===== src/design/bade_regs.svh =====
`ifndef BADE_REGS_SVH
`define BADE_REGS_SVH
`define BADE_OP_ADDR    8'h22
`define BADE_OP_ADDTW   8'h72
`define BADE_OP_DIVMR   8'ha9
`define BADE_OP_DIVDIR  8'hb9
`define BADE_OP_DIVIMM  8'h39
`define BADE_CC_OVF     0
`define BADE_CC_LINK    3
`define BADE_WORD_STEP  16'h0002
`define BADE_REG_HI     3'h7
`define BADE_CC_RESET   8'h00
`define BADE_WORD_MAX   17'h0ffff
`define BADE_DWORD_MAX  33'h0ffffffff
`endif


===== src/design/bade_pkg.sv =====
package bade_pkg;
   typedef struct packed {
      logic [7:0] opcode;
      logic       ind1;
      logic [2:0] firstRegField;
      logic       ind2;
      logic [2:0] secondRegField;
   } bade_instr_t;

   typedef struct packed {
      logic        req;
      logic        wr;
      logic [15:0] addr;
      logic [15:0] wdata;
   } bade_mem_t;

   typedef enum logic [3:0] {
      ST_IDLE  = 4'b0000,
      ST_ADDR  = 4'b0001,
      ST_OP1A  = 4'b0011,
      ST_OP1B  = 4'b0010,
      ST_OP2A  = 4'b0110,
      ST_OP2B  = 4'b0111,
      ST_EXEC  = 4'b0101,
      ST_WR1   = 4'b0100,
      ST_WR2   = 4'b1100,
      ST_DONE  = 4'b1101
   } bade_state_t;
endpackage


===== src/design/bade_exec.sv =====
// Functional notes
// [RULE_01] one-word reg-reg add: opcode bits 0-7, first reg 9-11, second reg 13-15
// [RULE_02] reg-reg add operands come from register, or memory addressed by it if indirect
// [RULE_03] one-word sum goes to operand 2; bit 0 set on signed 16-bit overflow
// [RULE_04] every binary add clears condition bits 1, 2 and 4 to 7
// [RULE_05] one-word add sets link bit 3 when unsigned result exceeds 65535
// [RULE_06] two-word add reads 32-bit memory operand, high word first, indexed/indirect
// [RULE_07] direct two-word operand: named register high, next register low, 7 wraps to 0
// [RULE_08] indirect two-word operand: 32-bit field at register address, high word first
// [RULE_09] two-word sum stored at operand 2; bit 0 signed overflow, bit 3 carry out
// [RULE_10] memory divide reads 16-bit signed divisor at effective address
// [RULE_11] direct dividend: named register low, next lower register high, 0 wraps to 7
// [RULE_12] indirect dividend starts two bytes below register address, high half first
// [RULE_13] quotient to named register/address, remainder to lower register/two bytes below
// [RULE_14] remainder sign always follows the dividend sign
// [RULE_15] bit 0 set when quotient does not fit signed one-word range
// [RULE_16] zero divisor sets bit 0 and leaves both operands unchanged
// [RULE_17] divide without overflow or zero divisor clears bit 0
// [RULE_18] direct divide divisor is signed immediate from second word; bit 8 zero
// [RULE_19] indexed immediate adds first register, with no overflow or link check
// [RULE_20] immediate divide divisor is unsigned 4-bit value from bits 8-11
// [RULE_21] bit 8 is the first operand indirect flag, bit 12 the second
// [RULE_22] memory forms take base from second word, add first register if indexed
// [RULE_23] link set when unsigned add result exceeds its one- or two-word field
`include "bade_regs.svh"
`timescale 1ns/100ps
`default_nettype none

module bade_exec
   import bade_pkg::*;
(
   // clock and reset
   input  wire logic        clk,
   input  wire logic        sys_rst,
   // instruction issue
   input  wire logic        start,
   input  wire bade_instr_t instrWord,
   input  wire logic [15:0] secondWord,
   input  wire logic [7:0]  condIn,
   output logic             busy,
   output logic             done,
   output logic [7:0]       condOut,
   output logic             illegalOp,
   // general register file
   output logic [2:0]       regRdAddrA,
   output logic [2:0]       regRdAddrB,
   input  wire logic [15:0] regRdDataA,
   input  wire logic [15:0] regRdDataB,
   output logic             regWrEn,
   output logic [2:0]       regWrAddr,
   output logic [15:0]      regWrData,
   // main storage, word access, one-cycle read latency
   output bade_mem_t        memReq,
   input  wire logic [15:0] memRdata
);

   ////////////////////////////////////////////////////////////////////////
   bade_state_t state;
   bade_instr_t ir;
   logic [15:0] imm;
   logic [15:0] ea1;
   logic [15:0] ea2;
   logic [15:0] op1;
   logic [31:0] op2;
   logic [15:0] quotR;
   logic [15:0] remR;
   logic [31:0] sumR;
   logic [15:0] op1Hi;
   logic [15:0] r2Val;
   logic [15:0] pairVal;
   logic        opMem;
   logic [7:0]  condR;
   logic [1:0]  step;

   function automatic logic isDiv(input logic [7:0] op);
      isDiv = (op == `BADE_OP_DIVMR) || (op == `BADE_OP_DIVDIR) || (op == `BADE_OP_DIVIMM);
   endfunction

   function automatic logic isKnown(input logic [7:0] op);
      isKnown = isDiv(op) || (op == `BADE_OP_ADDR) || (op == `BADE_OP_ADDTW);
   endfunction

   logic opDiv;
   logic opTw;
   logic opAdd1;
   logic op2Wide;
   assign opDiv   = isDiv(ir.opcode);
   assign opTw    = (ir.opcode == `BADE_OP_ADDTW);
   assign opAdd1  = (ir.opcode == `BADE_OP_ADDR);
   assign op2Wide = opDiv || opTw;
   assign opMem   = opTw || (ir.opcode == `BADE_OP_DIVMR);

   // second-operand register pair for wide forms
   logic [2:0] pairReg;
   always_comb
   begin
      pairReg = ir.secondRegField - 3'h1;                // [RULE_11]
      if (opTw)
      begin
         pairReg = ir.secondRegField + 3'h1;             // [RULE_07]
      end
   end

   ////////////////////////////////////////////////////////////////////////
   // arithmetic
   logic [16:0] sum1;
   logic [32:0] sum2;
   logic [15:0] divisor;
   logic        divZero;
   logic [31:0] dvdMag;
   logic [15:0] dvsMag;
   logic [31:0] qMag;
   logic [15:0] rMag;
   logic [31:0] qSigned;
   logic        qOvf;
   logic        ovf1;
   logic        ovf2;

   assign sum1 = {1'b0, op1} + {1'b0, op2[15:0]};
   assign sum2 = {1'b0, op2} + {1'b0, op1Hi, op1};
   assign ovf1 = (op1[15] == op2[15]) && (sum1[15] != op1[15]);     // [RULE_03]
   assign ovf2 = (op1Hi[15] == op2[31]) && (sum2[31] != op1Hi[15]); // [RULE_09]

   always_comb
   begin
      divisor = op1;
      if (ir.opcode == `BADE_OP_DIVIMM)
      begin
         divisor = {12'h000, ir.ind1, ir.firstRegField};             // [RULE_20]
      end
   end
   assign divZero = (divisor == 16'h0000);                           // [RULE_16]
   assign dvdMag  = op2[31] ? (32'h00000000 - op2) : op2;
   assign dvsMag  = divisor[15] ? (16'h0000 - divisor) : divisor;
   assign qMag    = divZero ? 32'h00000000 : dvdMag / {16'h0000, dvsMag};
   assign rMag    = divZero ? 16'h0000 : 16'(dvdMag % {16'h0000, dvsMag});
   assign qSigned = (op2[31] ^ divisor[15]) ? (32'h00000000 - qMag) : qMag;
   assign qOvf    = (qSigned[31:15] != {17{qSigned[15]}});           // [RULE_15]

   ////////////////////////////////////////////////////////////////////////
   // fetch plan of the current state: words to read and first address
   logic [1:0]  fetchWords;
   logic [15:0] fetchAddr;
   logic        fetchLast;
   logic        capHi;
   logic        capLo;
   always_comb
   begin
      fetchWords = 2'h0;
      fetchAddr  = ea1;
      if (state == ST_OP1A && ir.ind1 && opMem)
      begin
         fetchWords = 2'h1;                                          // [RULE_21]
      end
      else if (state == ST_OP1B && (opMem || (opAdd1 && ir.ind1)))
      begin
         fetchWords = opTw ? 2'h2 : 2'h1;                            // [RULE_06] [RULE_10]
      end
      else if (state == ST_OP2A && ir.ind2)
      begin
         // dividend starts one word below the pointer
         fetchAddr  = opDiv ? ea2 - `BADE_WORD_STEP : ea2;           // [RULE_12]
         fetchWords = op2Wide ? 2'h2 : 2'h1;                         // [RULE_08]
      end
   end
   // reads are pipelined: issued at steps 0 and 1, returned at steps 2 and 3
   assign fetchLast = (fetchWords == 2'h0) || (step == fetchWords + 2'h1);
   assign capHi     = (fetchWords != 2'h0) && (step == 2'h2);
   assign capLo     = (fetchWords == 2'h2) && (step == 2'h3);

   // write slot: quotient or high word first, then remainder or low word
   logic [2:0]  wrReg;
   logic [15:0] wrAddr;
   logic [15:0] wrData;
   always_comb
   begin
      wrReg  = ir.secondRegField;
      wrAddr = ea2;
      wrData = opDiv ? quotR : (opTw ? sumR[31:16] : sumR[15:0]);   // [RULE_13]
      if (state == ST_WR2)
      begin
         wrReg  = pairReg;                                           // [RULE_07]
         wrAddr = opDiv ? ea2 - `BADE_WORD_STEP : ea2 + `BADE_WORD_STEP; // [RULE_13]
         wrData = opDiv ? remR : sumR[15:0];
      end
   end

   ////////////////////////////////////////////////////////////////////////
   // sequencer
   always_ff @(posedge clk)
   begin
      if (sys_rst)
      begin
         state <= ST_IDLE;
         step  <= 2'h0;
      end
      else
      begin
         unique case (state)
            ST_IDLE: if (start) state <= isKnown(instrWord.opcode) ? ST_ADDR : ST_DONE;
            ST_ADDR: state <= ST_OP1A;
            ST_OP1A: if (fetchLast) state <= ST_OP1B;
            ST_OP1B: if (fetchLast) state <= ST_OP2A;
            ST_OP2A: if (fetchLast) state <= ST_OP2B;
            ST_OP2B: state <= ST_EXEC;
            // a zero divisor skips the write slots so both operands stay
            ST_EXEC: state <= (opDiv && divZero) ? ST_DONE : ST_WR1;    // [RULE_16]
            ST_WR1:  state <= op2Wide ? ST_WR2 : ST_DONE;
            ST_WR2:  state <= ST_DONE;
            ST_DONE: state <= ST_IDLE;
            default: state <= ST_IDLE;
         endcase
         step <= fetchLast ? 2'h0 : step + 2'h1;
      end
   end

   // capture instruction, form effective addresses
   always_ff @(posedge clk)
   begin
      if (sys_rst)
      begin
         ir  <= '0;
         imm <= 16'h0000;
         ea1 <= 16'h0000;
      end
      else if (state == ST_IDLE && start)
      begin
         ir  <= instrWord;                                           // [RULE_01]
         imm <= secondWord;
      end
      else if (state == ST_ADDR)
      begin
         // indexing register zero means no index, as in the base address forms
         ea1 <= imm + ((ir.firstRegField != 3'h0) ? regRdDataA : 16'h0000); // [RULE_19] [RULE_22]
         if (opAdd1)
         begin
            ea1 <= regRdDataA;                                       // [RULE_02]
         end
      end
      else if (state == ST_OP1A && capHi)
      begin
         ea1 <= memRdata;                                            // [RULE_21]
      end
   end

   // operand fetch
   always_ff @(posedge clk)
   begin
      if (sys_rst)
      begin
         op1     <= 16'h0000;
         op1Hi   <= 16'h0000;
         op2     <= 32'h00000000;
         ea2     <= 16'h0000;
         r2Val   <= 16'h0000;
         pairVal <= 16'h0000;
      end
      else
      begin
         if (state == ST_ADDR)
         begin
            op1   <= regRdDataA;                                     // [RULE_02]
            r2Val <= regRdDataB;
            ea2   <= regRdDataB;                                     // [RULE_08] [RULE_12]
         end
         if (state == ST_OP1A)
         begin
            pairVal <= regRdDataB;                                   // [RULE_07] [RULE_11]
         end
         if (state == ST_OP1B)
         begin
            if (ir.opcode == `BADE_OP_DIVDIR)
            begin
               op1 <= ea1;                                           // [RULE_18]
            end
            if (capHi && opTw)
            begin
               op1Hi <= memRdata;                                    // [RULE_06]
            end
            else if (capHi || capLo)
            begin
               op1 <= memRdata;                                      // [RULE_02] [RULE_10]
            end
         end
         if (state == ST_OP2A && capHi)
         begin
            if (op2Wide)
            begin
               op2[31:16] <= memRdata;                               // [RULE_08] [RULE_12]
            end
            else
            begin
               op2[15:0] <= memRdata;                                // [RULE_02]
            end
         end
         if (state == ST_OP2A && capLo)
         begin
            op2[15:0] <= memRdata;                                   // [RULE_08] [RULE_12]
         end
         if (state == ST_OP2B && !ir.ind2)
         begin
            op2 <= {16'h0000, r2Val};                                // [RULE_02]
            if (opTw)
            begin
               op2 <= {r2Val, pairVal};                              // [RULE_07]
            end
            else if (opDiv)
            begin
               op2 <= {pairVal, r2Val};                              // [RULE_11]
            end
         end
      end
   end

   // results and condition bits
   always_ff @(posedge clk)
   begin
      if (sys_rst)
      begin
         condR     <= `BADE_CC_RESET;
         sumR      <= 32'h00000000;
         quotR     <= 16'h0000;
         remR      <= 16'h0000;
      end
      else if (state == ST_IDLE && start)
      begin
         condR <= condIn;
      end
      else if (state == ST_EXEC)
      begin
         if (opDiv)
         begin
            condR[`BADE_CC_OVF] <= divZero || qOvf;                  // [RULE_15] [RULE_16] [RULE_17]
            quotR <= qSigned[15:0];
            remR  <= op2[31] ? (16'h0000 - rMag) : rMag;             // [RULE_14]
         end
         else
         begin
            condR <= `BADE_CC_RESET;                                 // [RULE_04]
            if (opTw)
            begin
               sumR <= sum2[31:0];
               condR[`BADE_CC_OVF]  <= ovf2;                         // [RULE_09]
               condR[`BADE_CC_LINK] <= (sum2 > `BADE_DWORD_MAX);     // [RULE_09] [RULE_23]
            end
            else
            begin
               sumR <= {16'h0000, sum1[15:0]};                       // [RULE_03]
               condR[`BADE_CC_OVF]  <= ovf1;                         // [RULE_03]
               condR[`BADE_CC_LINK] <= (sum1 > `BADE_WORD_MAX);      // [RULE_05] [RULE_23]
            end
         end
      end
   end

   ////////////////////////////////////////////////////////////////////////
   // port drive: register file addresses and memory requests
   always_ff @(posedge clk)
   begin
      if (sys_rst)
      begin
         regRdAddrA <= 3'h0;
         regRdAddrB <= 3'h0;
         regWrEn    <= 1'b0;
         regWrAddr  <= 3'h0;
         regWrData  <= 16'h0000;
         memReq     <= '0;
         busy       <= 1'b0;
         done       <= 1'b0;
         condOut    <= `BADE_CC_RESET;
         illegalOp  <= 1'b0;
      end
      else
      begin
         regWrEn   <= 1'b0;
         memReq    <= '0;
         done      <= (state == ST_DONE);
         busy      <= (state != ST_IDLE) && (state != ST_DONE);
         if (state == ST_IDLE && start)
         begin
            regRdAddrA <= instrWord.firstRegField;                   // [RULE_01]
            regRdAddrB <= instrWord.secondRegField;
            illegalOp  <= !isKnown(instrWord.opcode);
            condOut    <= condIn;
         end
         if (state == ST_ADDR)
         begin
            regRdAddrB <= pairReg;                                   // [RULE_07] [RULE_11]
         end
         if (fetchWords != 2'h0 && step == 2'h0)
         begin
            memReq <= '{1'b1, 1'b0, fetchAddr, 16'h0000};
         end
         if (fetchWords == 2'h2 && step == 2'h1)
         begin
            memReq <= '{1'b1, 1'b0, fetchAddr + `BADE_WORD_STEP, 16'h0000}; // [RULE_06]
         end
         if ((state == ST_WR1 || state == ST_WR2) && ir.ind2)
         begin
            memReq <= '{1'b1, 1'b1, wrAddr, wrData};                 // [RULE_13]
         end
         else if (state == ST_WR1 || state == ST_WR2)
         begin
            regWrEn   <= 1'b1;
            regWrAddr <= wrReg;
            regWrData <= wrData;                                     // [RULE_03] [RULE_09]
         end
         if (state == ST_DONE)
         begin
            condOut <= condR;
         end
      end
   end

   ////////////////////////////////////////////////////////////////////////
   // checks
   localparam logic [7:0] ADD_KEEP = (8'h01 << `BADE_CC_OVF) | (8'h01 << `BADE_CC_LINK);
endmodule
`default_nettype wire


===== config.mk =====
export PLATFORM = sky130hd
export DESIGN_NAME = bade_exec
export DESIGN_NICKNAME = d
export VERILOG_FILES = /design/src/design/bade_pkg.sv /design/src/design/bade_exec.sv
export VERILOG_INCLUDE_DIRS = /design/src /design/src/design
export SDC_FILE = /design/constraint.sdc
export NUM_CORES = 2
export LEC_CHECK = 0
export BUFFER_PORTS_ARGS = -buffer_cell sky130_fd_sc_hd__clkbuf_2
export CAP_MARGIN = 20
export CORE_MARGIN = 3
export CORE_UTILIZATION = 65
export CTS_CLUSTER_SIZE = 16
export DETAILED_ROUTE_END_ITERATION = 8
export HOLD_SLACK_MARGIN = 0.02
export PLACE_DENSITY = 0.83
export SETUP_SLACK_MARGIN = 0.1
export SLEW_MARGIN = 15
export SYNTH_ARGS = -nofsm -noshare
export SYNTH_HDL_FRONTEND = slang
export SYNTH_SLANG_ARGS = --single-unit

===== constraint.sdc =====
create_clock -name clk -period 117.8 [get_ports clk]
set_clock_uncertainty 0.1 [all_clocks]
set_input_delay 17.67 -clock clk [delete_from_list [all_inputs] [get_ports clk]]
set_output_delay 17.67 -clock clk [all_outputs]
set_load 0.05 [all_outputs]

## Yosys cells after proc, flatten, opt, wreduce, memory -nomap -nowiden

Cells that the tools add are included.

| word-level totals | value |
|---|---|
| bits of input ports | 91 |
| flip-flop bits (word level) | 290 |
| word-level logic and storage cells | 213 |

| operators by class | value |
|---|---|
| divide/modulo/power cells | 2 |
| eq/ne operators | 36 |
| reduce and logical (&&, ||, !) cells | 60 |
| add/sub/neg operators | 14 |
| magnitude comparators | 2 |
| bitwise gates (word level) | 4 |
| muxes and demuxes | 63 |

Operators with widths:

| kind | number |
|---|---|
| 16-bit 2-to-1 mux | 26 |
| 32-bit 2-to-1 mux | 8 |
| 34-bit 2-to-1 mux | 3 |
| 1-bit by 32-bit subtractor with 32-bit output (first input constant) | 2 |
| 4-bit case mux with 9 select lines | 1 |
| 32-bit by 32-bit adder with 33-bit output | 1 |
| 33-bit by 32-bit > comparator with 1-bit output (second input constant) | 1 |
| 16-bit by 2-bit adder with 16-bit output (second input constant) | 2 |
| 32-bit by 16-bit divider with 32-bit output | 1 |
| 8-bit by 6-bit == test with 1-bit output (second input constant) | 4 |
| 8-bit == test (second input constant) | 4 |
| 32-bit by 16-bit remainder unit with 32-bit output | 1 |
| 8-bit 2-to-1 mux | 4 |
| 1-bit by 16-bit subtractor with 16-bit output (first input constant) | 2 |
| 4-bit 2-to-1 mux | 6 |
| 1-bit logical AND | 20 |
| 16-bit by 16-bit adder with 17-bit output | 1 |
| 17-bit by 16-bit > comparator with 1-bit output (second input constant) | 1 |
| 16-bit adder | 1 |
| 4-bit by 3-bit == test with 1-bit output (second input constant) | 4 |
| 8-bit by 7-bit == test with 1-bit output (second input constant) | 2 |
| 16-bit logical NOT | 1 |
| 16-bit inequality test | 1 |
| 16-bit by 2-bit subtractor with 16-bit output (second input constant) | 1 |
| 32 further kinds | 83 |

## Longest topological paths before layout

| logic depth | value |
|---|---|
| word-level depth | 14 |
| depth in mapped cells | 509 |
| depth with buffers taken out | 464 |

## Worst setup path after synthesis

No wires, ideal clock.

| timing path | value |
|---|---|
| path type | reg-to-reg |
| start point | register ir[12] in the netlist's numbering |
| end point | register condR[0] |
| library setup time | 130 ps |
| arrival | 99317 ps |
| path slack | 18252 ps |
| stages on the path, launching flop included | 492 |
| data required time | 117570 ps |
| cell sequence | dfxtp_1 clkbuf_1 nor4bb_1 clkbuf_1 nand2_1 buf_2 buf_1 mux2i_1 ha_1 or3b_1 clkbuf_1 o31a_1 mux2_2 inv_1 o211ai_1 nor2_1 nand2_1 nor2_1 (+456 left out) o21a_1 nand3b_1 buf_1 buf_2 nand2_1 ha_1 o21ai_0 nor2_1 and3_1 clkbuf_1 a21oi_1 o32ai_1 a31oi_1 or3_1 a211o_1 a211o_1 o22ai_1 a31oi_1 |

| on the way | value |
|---|---|
| longest elaborated chain between the ends | 13 |
| elaborated cells between the ends (all ways) | 21 |

Ends and longest elaborated chain:

| element | RTL line | RTL |
|---|---|---|
| start: declaration | bade_exec.sv:59 | `bade_instr_t ir;` |
| start signal: assignment | bade_exec.sv:228 | `ir <= instrWord;` |
| 8-bit by 6-bit == test with 1-bit output (no source line) | - |  |
| 16-bit 2-to-1 mux | bade_exec.sv:127 | `` if (ir.opcode == `BADE_OP_DIVIMM) `` |
| 1-bit by 16-bit subtractor with 16-bit output | bade_exec.sv:134 | `assign dvsMag = divisor[15] ? (16'h0000 - divisor) : divisor;` |
| 16-bit 2-to-1 mux | bade_exec.sv:134 |  |
| 32-bit by 16-bit divider with 32-bit output | bade_exec.sv:135 | `assign qMag = divZero ? 32'h00000000 : dvdMag / {16'h0000, dvsMag};` |
| 32-bit 2-to-1 mux | bade_exec.sv:135 |  |
| 1-bit by 32-bit subtractor with 32-bit output | bade_exec.sv:137 | `assign qSigned = (op2[31] ^ divisor[15]) ? (32'h00000000 - qMag) : qMag;` |
| 32-bit 2-to-1 mux | bade_exec.sv:137 |  |
| 16-bit inequality test | bade_exec.sv:138 | `assign qOvf = (qSigned[31:15] != {17{qSigned[15]}});` |
| 1-bit logical OR | bade_exec.sv:333 | `` condR[`BADE_CC_OVF] <= divZero \|\| qOvf; `` |
| 1-bit 2-to-1 mux (*) | bade_exec.sv:331 | `if (opDiv)` |
| 8-bit 2-to-1 mux (*) | bade_exec.sv:329 | `else if (state == ST_EXEC)` |
| 8-bit 2-to-1 mux (*) | bade_exec.sv:325 | `else if (state == ST_IDLE && start)` |
| end signal: assignment | bade_exec.sv:327 | `condR <= condIn;` |
| end signal: indexed assignment | bade_exec.sv:333 |  |
| end signal: assignment | bade_exec.sv:339 | `` condR <= `BADE_CC_RESET; `` |
| end: declaration | bade_exec.sv:72 | `logic [7:0] condR;` |

Mark *: on every way between the ends. The rest lies on a longest branch, timed or not. The select of a mux whose other input is x is not followed.
A chain may end at the register's enable or synchronous reset.

## Final worst setup path

Same ends and word-level chain as after synthesis.

==> results by group <==
Floorplan
  – Site row count: 91
  – Total core area: 0.0623 sq mm
  – Die X-Extent: 258 microns
  – Die area: 0.0667 sq mm
  – Die height: 258 microns
  – Top-Level Pins: 162
  – Initial cell density of the core: 0.664

Route
  – DRT antenna net count: 0
  – Final wirelength: 141000 microns
  – DRC viols: 0
  – DR iter-0 viols: 5318
  – DR vias: 45200
  – First-pass detailed-route iteration total: 7
  – Wire per inst: 21.3 microns
  – Vias per std cell: 6.82

Synth
  – Synth Cell Area: 0.0414 sq mm
  – #FFs+latches synth: 290
  – Count leader, synth: nand2_1
  – Synth area leaders: dfxtp_1, ha_1, a21oi_1
  – Asr flop ratio synth: 0
  – Post-synth top flop: dfxtp_1
  – Mapped Nets: 6336
  – Syn Area/Cell: 7.15 sq um
  – Synth unique cells: 124
  – Synth top area share: 0.140
  – Mapped Cells: 5786
  – Area leader, netlist: dfxtp_1
  – Post-synth EDFFs: 0
  – Synth warn: 0
  – Seq/Total Area, Yosys: 0.140
  – Synth cell count leaders: nand2_1, nor2_1, a21oi_1

STA
  – Slew headroom: 0.0589
  – Final Slew Violations: 0
  – Max Fclk: 9.15 MHz
  – Final hold vios: 0
  – RSZ-0062 raised after global routing: no
  – Fin crit period: 109.24 ns
  – Slew @ Worst Pin: 1.40 ns
  – Sum Neg Setup Slack: 0 ns
  – # setup viols final: 0
  – Final period util: 0.927

Worst setup path
  – Most used cell, CP: o21a_1
  – CP arrival: 109.62 ns
  – CP max FO: 39
  – Worst EP required: 118.18 ns
  – Worst path max stage delay: 0.73 ns
  – CP Buf/Inv Count: 22
  – Critical path's slowest cell: a2111oi_0
  – Worst setup EP type: flop
  – R2R depth: 455
  – CP delay by family, top: compound AO/OA/AOI/OAI gates
  – Critical path type: flop to flop
  – Crit start category: flop
  – CP Depth: 455

Placed design
  – Placed insts: 6569
  – Count of input and output buffers: 161
  – DP HPWL: 109000 microns
  – Gpl congestion: 1.03

Global route
  – GR Layer Usage met3: 0.0753
  – Met1 Track Usage GR: 0.536
  – First-pass GRT wire length: 223000 microns
  – Grt peak-use layer: met2
  – Overflow after GRT: 0
  – Initial antenna violation count: 1
  – Total track usage: 0.406
  – GR met2 Demand/Resource: 0.627
  – Largest net degree at the start of global routing: 105
  – Vias in the first global route: 41500

Clocking
  – Worst-Skew Late Latency: 0.60 ns
  – H-tree depth: 1
  – Clock Sinks: 290
  – CTS Buf Count: 28
  – Reg clk slew, reported paths: 0.08 ns
  – Clock buffer depth: 3
  – CTS tree: done
  – Root Driver: clkbuf_16
  – CTS Hold Buffers Added: 0

Flow run
  – Max-cap viol count: 0

Worst hold path
  – Hold Path Cell Cnt: 2
  – Hold Path Class: flop to flop

Layout
  – Filler cell count in the final layout: 5344
  – P&R area growth vs syn: 6.34%
  – Nets: 6317
  – Core Util, Final: 0.706
  – Share of cells above drive strength 1: 0.0998
  – Final non-filler cell total: 6627

Run status
  – Outcome: complete, no violations
-- tightest hold or removal path: cells and delay by family, from the launching register on --
kind	cells	cell delay (ns)
flops	1	0.31
compound gates	1	0.05
simple gates	1	0.05
-- flip-flops by register name, summed over array words and instances, names as in the netlist, 4 cells and up --
| register | flops |
|---|---|
| pairVal | 16 |
| condR | 8 |
| op1Hi | 16 |
| quotR | 16 |
| sumR | 32 |
| memReq | 34 |
| regWrData | 16 |
| op2 | 32 |
| r2Val | 16 |
| state | 4 |
| op1 | 16 |
| imm | 16 |
| condOut | 8 |
| remR | 16 |
| ea1 | 16 |
| ir | 13 |
-- timing repair --
action                                  CTS  global route
gates resized for setup                   0             9
endpoints found under the setup margin    0            23
buffers inserted                          0             5
-- routing by layer --
metal | share of wire | vias to the layer above | wire length [microns]
li1 | - | 21400 | -
met1 | 0.41 | 20800 | 57400
met2 | 0.42 | 2419 | 59900
met3 | 0.11 | 499 | 15100
met4 | 0.063 | 0 | 8880
met5 | 0 | - | 0
-- metrics by stage --
step	hold WS (ns)	worst slack, ns	cell area, sq um
final	0.351	8.56	44000
after global routing	0.376	0.201	44000
after CTS	0.354	8.56	43900
after detailed placement	0.345	9.04	42800
after global placement	0.339	12.23	42800
after floorplan	0.325	18.25	41400
-- cell families (layout without fill, tap and decap cells) --
group	after synthesis	after routing	share of synthesized area
and+or+nand+nor	2273	2273	0.263
AOI/OAI and AO/OA	1817	1817	0.295
adders and majority gates	459	459	0.140
buffers and inverters	418	421	0.0395
xor gates and xnor gates	333	333	0.0709
DFF	290	290	0.140
muxes	196	196	0.0517
other	0	1	0
-- layout by cell type (no fill, tap or decap), types with 19 or more instances in the layout --
master     Yosys  final
o31ai_1      134    133
a21o_1       106    106
nand2b_1      55     55
or4_1         26     26
xnor2_1      207    205
xor2_1       125    125
or3_1         72     72
and2_1        52     50
a21boi_0      20     19
o21a_1       215    213
a311oi_1      41     41
dfxtp_1      290    289
clkbuf_16      0     28
mux2i_1       72     69
a211oi_1      67     66
nor4_1        42     41
nor2_1       609    607
buf_4          7     77
o21bai_1      52     52
a31oi_1       56     55
inv_1        128    126
mux2_2       119    119
clkbuf_2       0    160
a221oi_1      37     37
o211ai_1      38     38
or2_2         46     46
nand3_1      138    138
nand4_1       49     49
a22oi_1       24     24
nand2_1      693    692
ha_1         455    455
nor3_1       285    278
a21oi_1      532    527
o21ai_0      229    226
nor2b_1       53     53
and3_1        48     47
-- worst paths after layout --
check,start,end,slack [ns]
worst min register to register,quotR[3],quotR[3],0.35
worst max-delay path,ir[12],condR[0],8.56
worst min-delay path,quotR[3],quotR[3],0.35
worst max register to register,ir[12],condR[0],8.56
-- area by class of cell --
type	count	area [sq um]	area share
clock inverter	15	310	0.00706
inverter	131	493	0.0112
sequential	290	5810	0.132
antenna	1	2.50	0.0000569
timing repair buffer	238	1390	0.0317
tap	837	1050	0.0238
multi-input combinational	5078	34100	0.776
clock buffer	37	795	0.0181
Power is left out: the tool's default activity adds up to more than one toggle a clock period on the data nets, which glitch-free logic cannot reach.
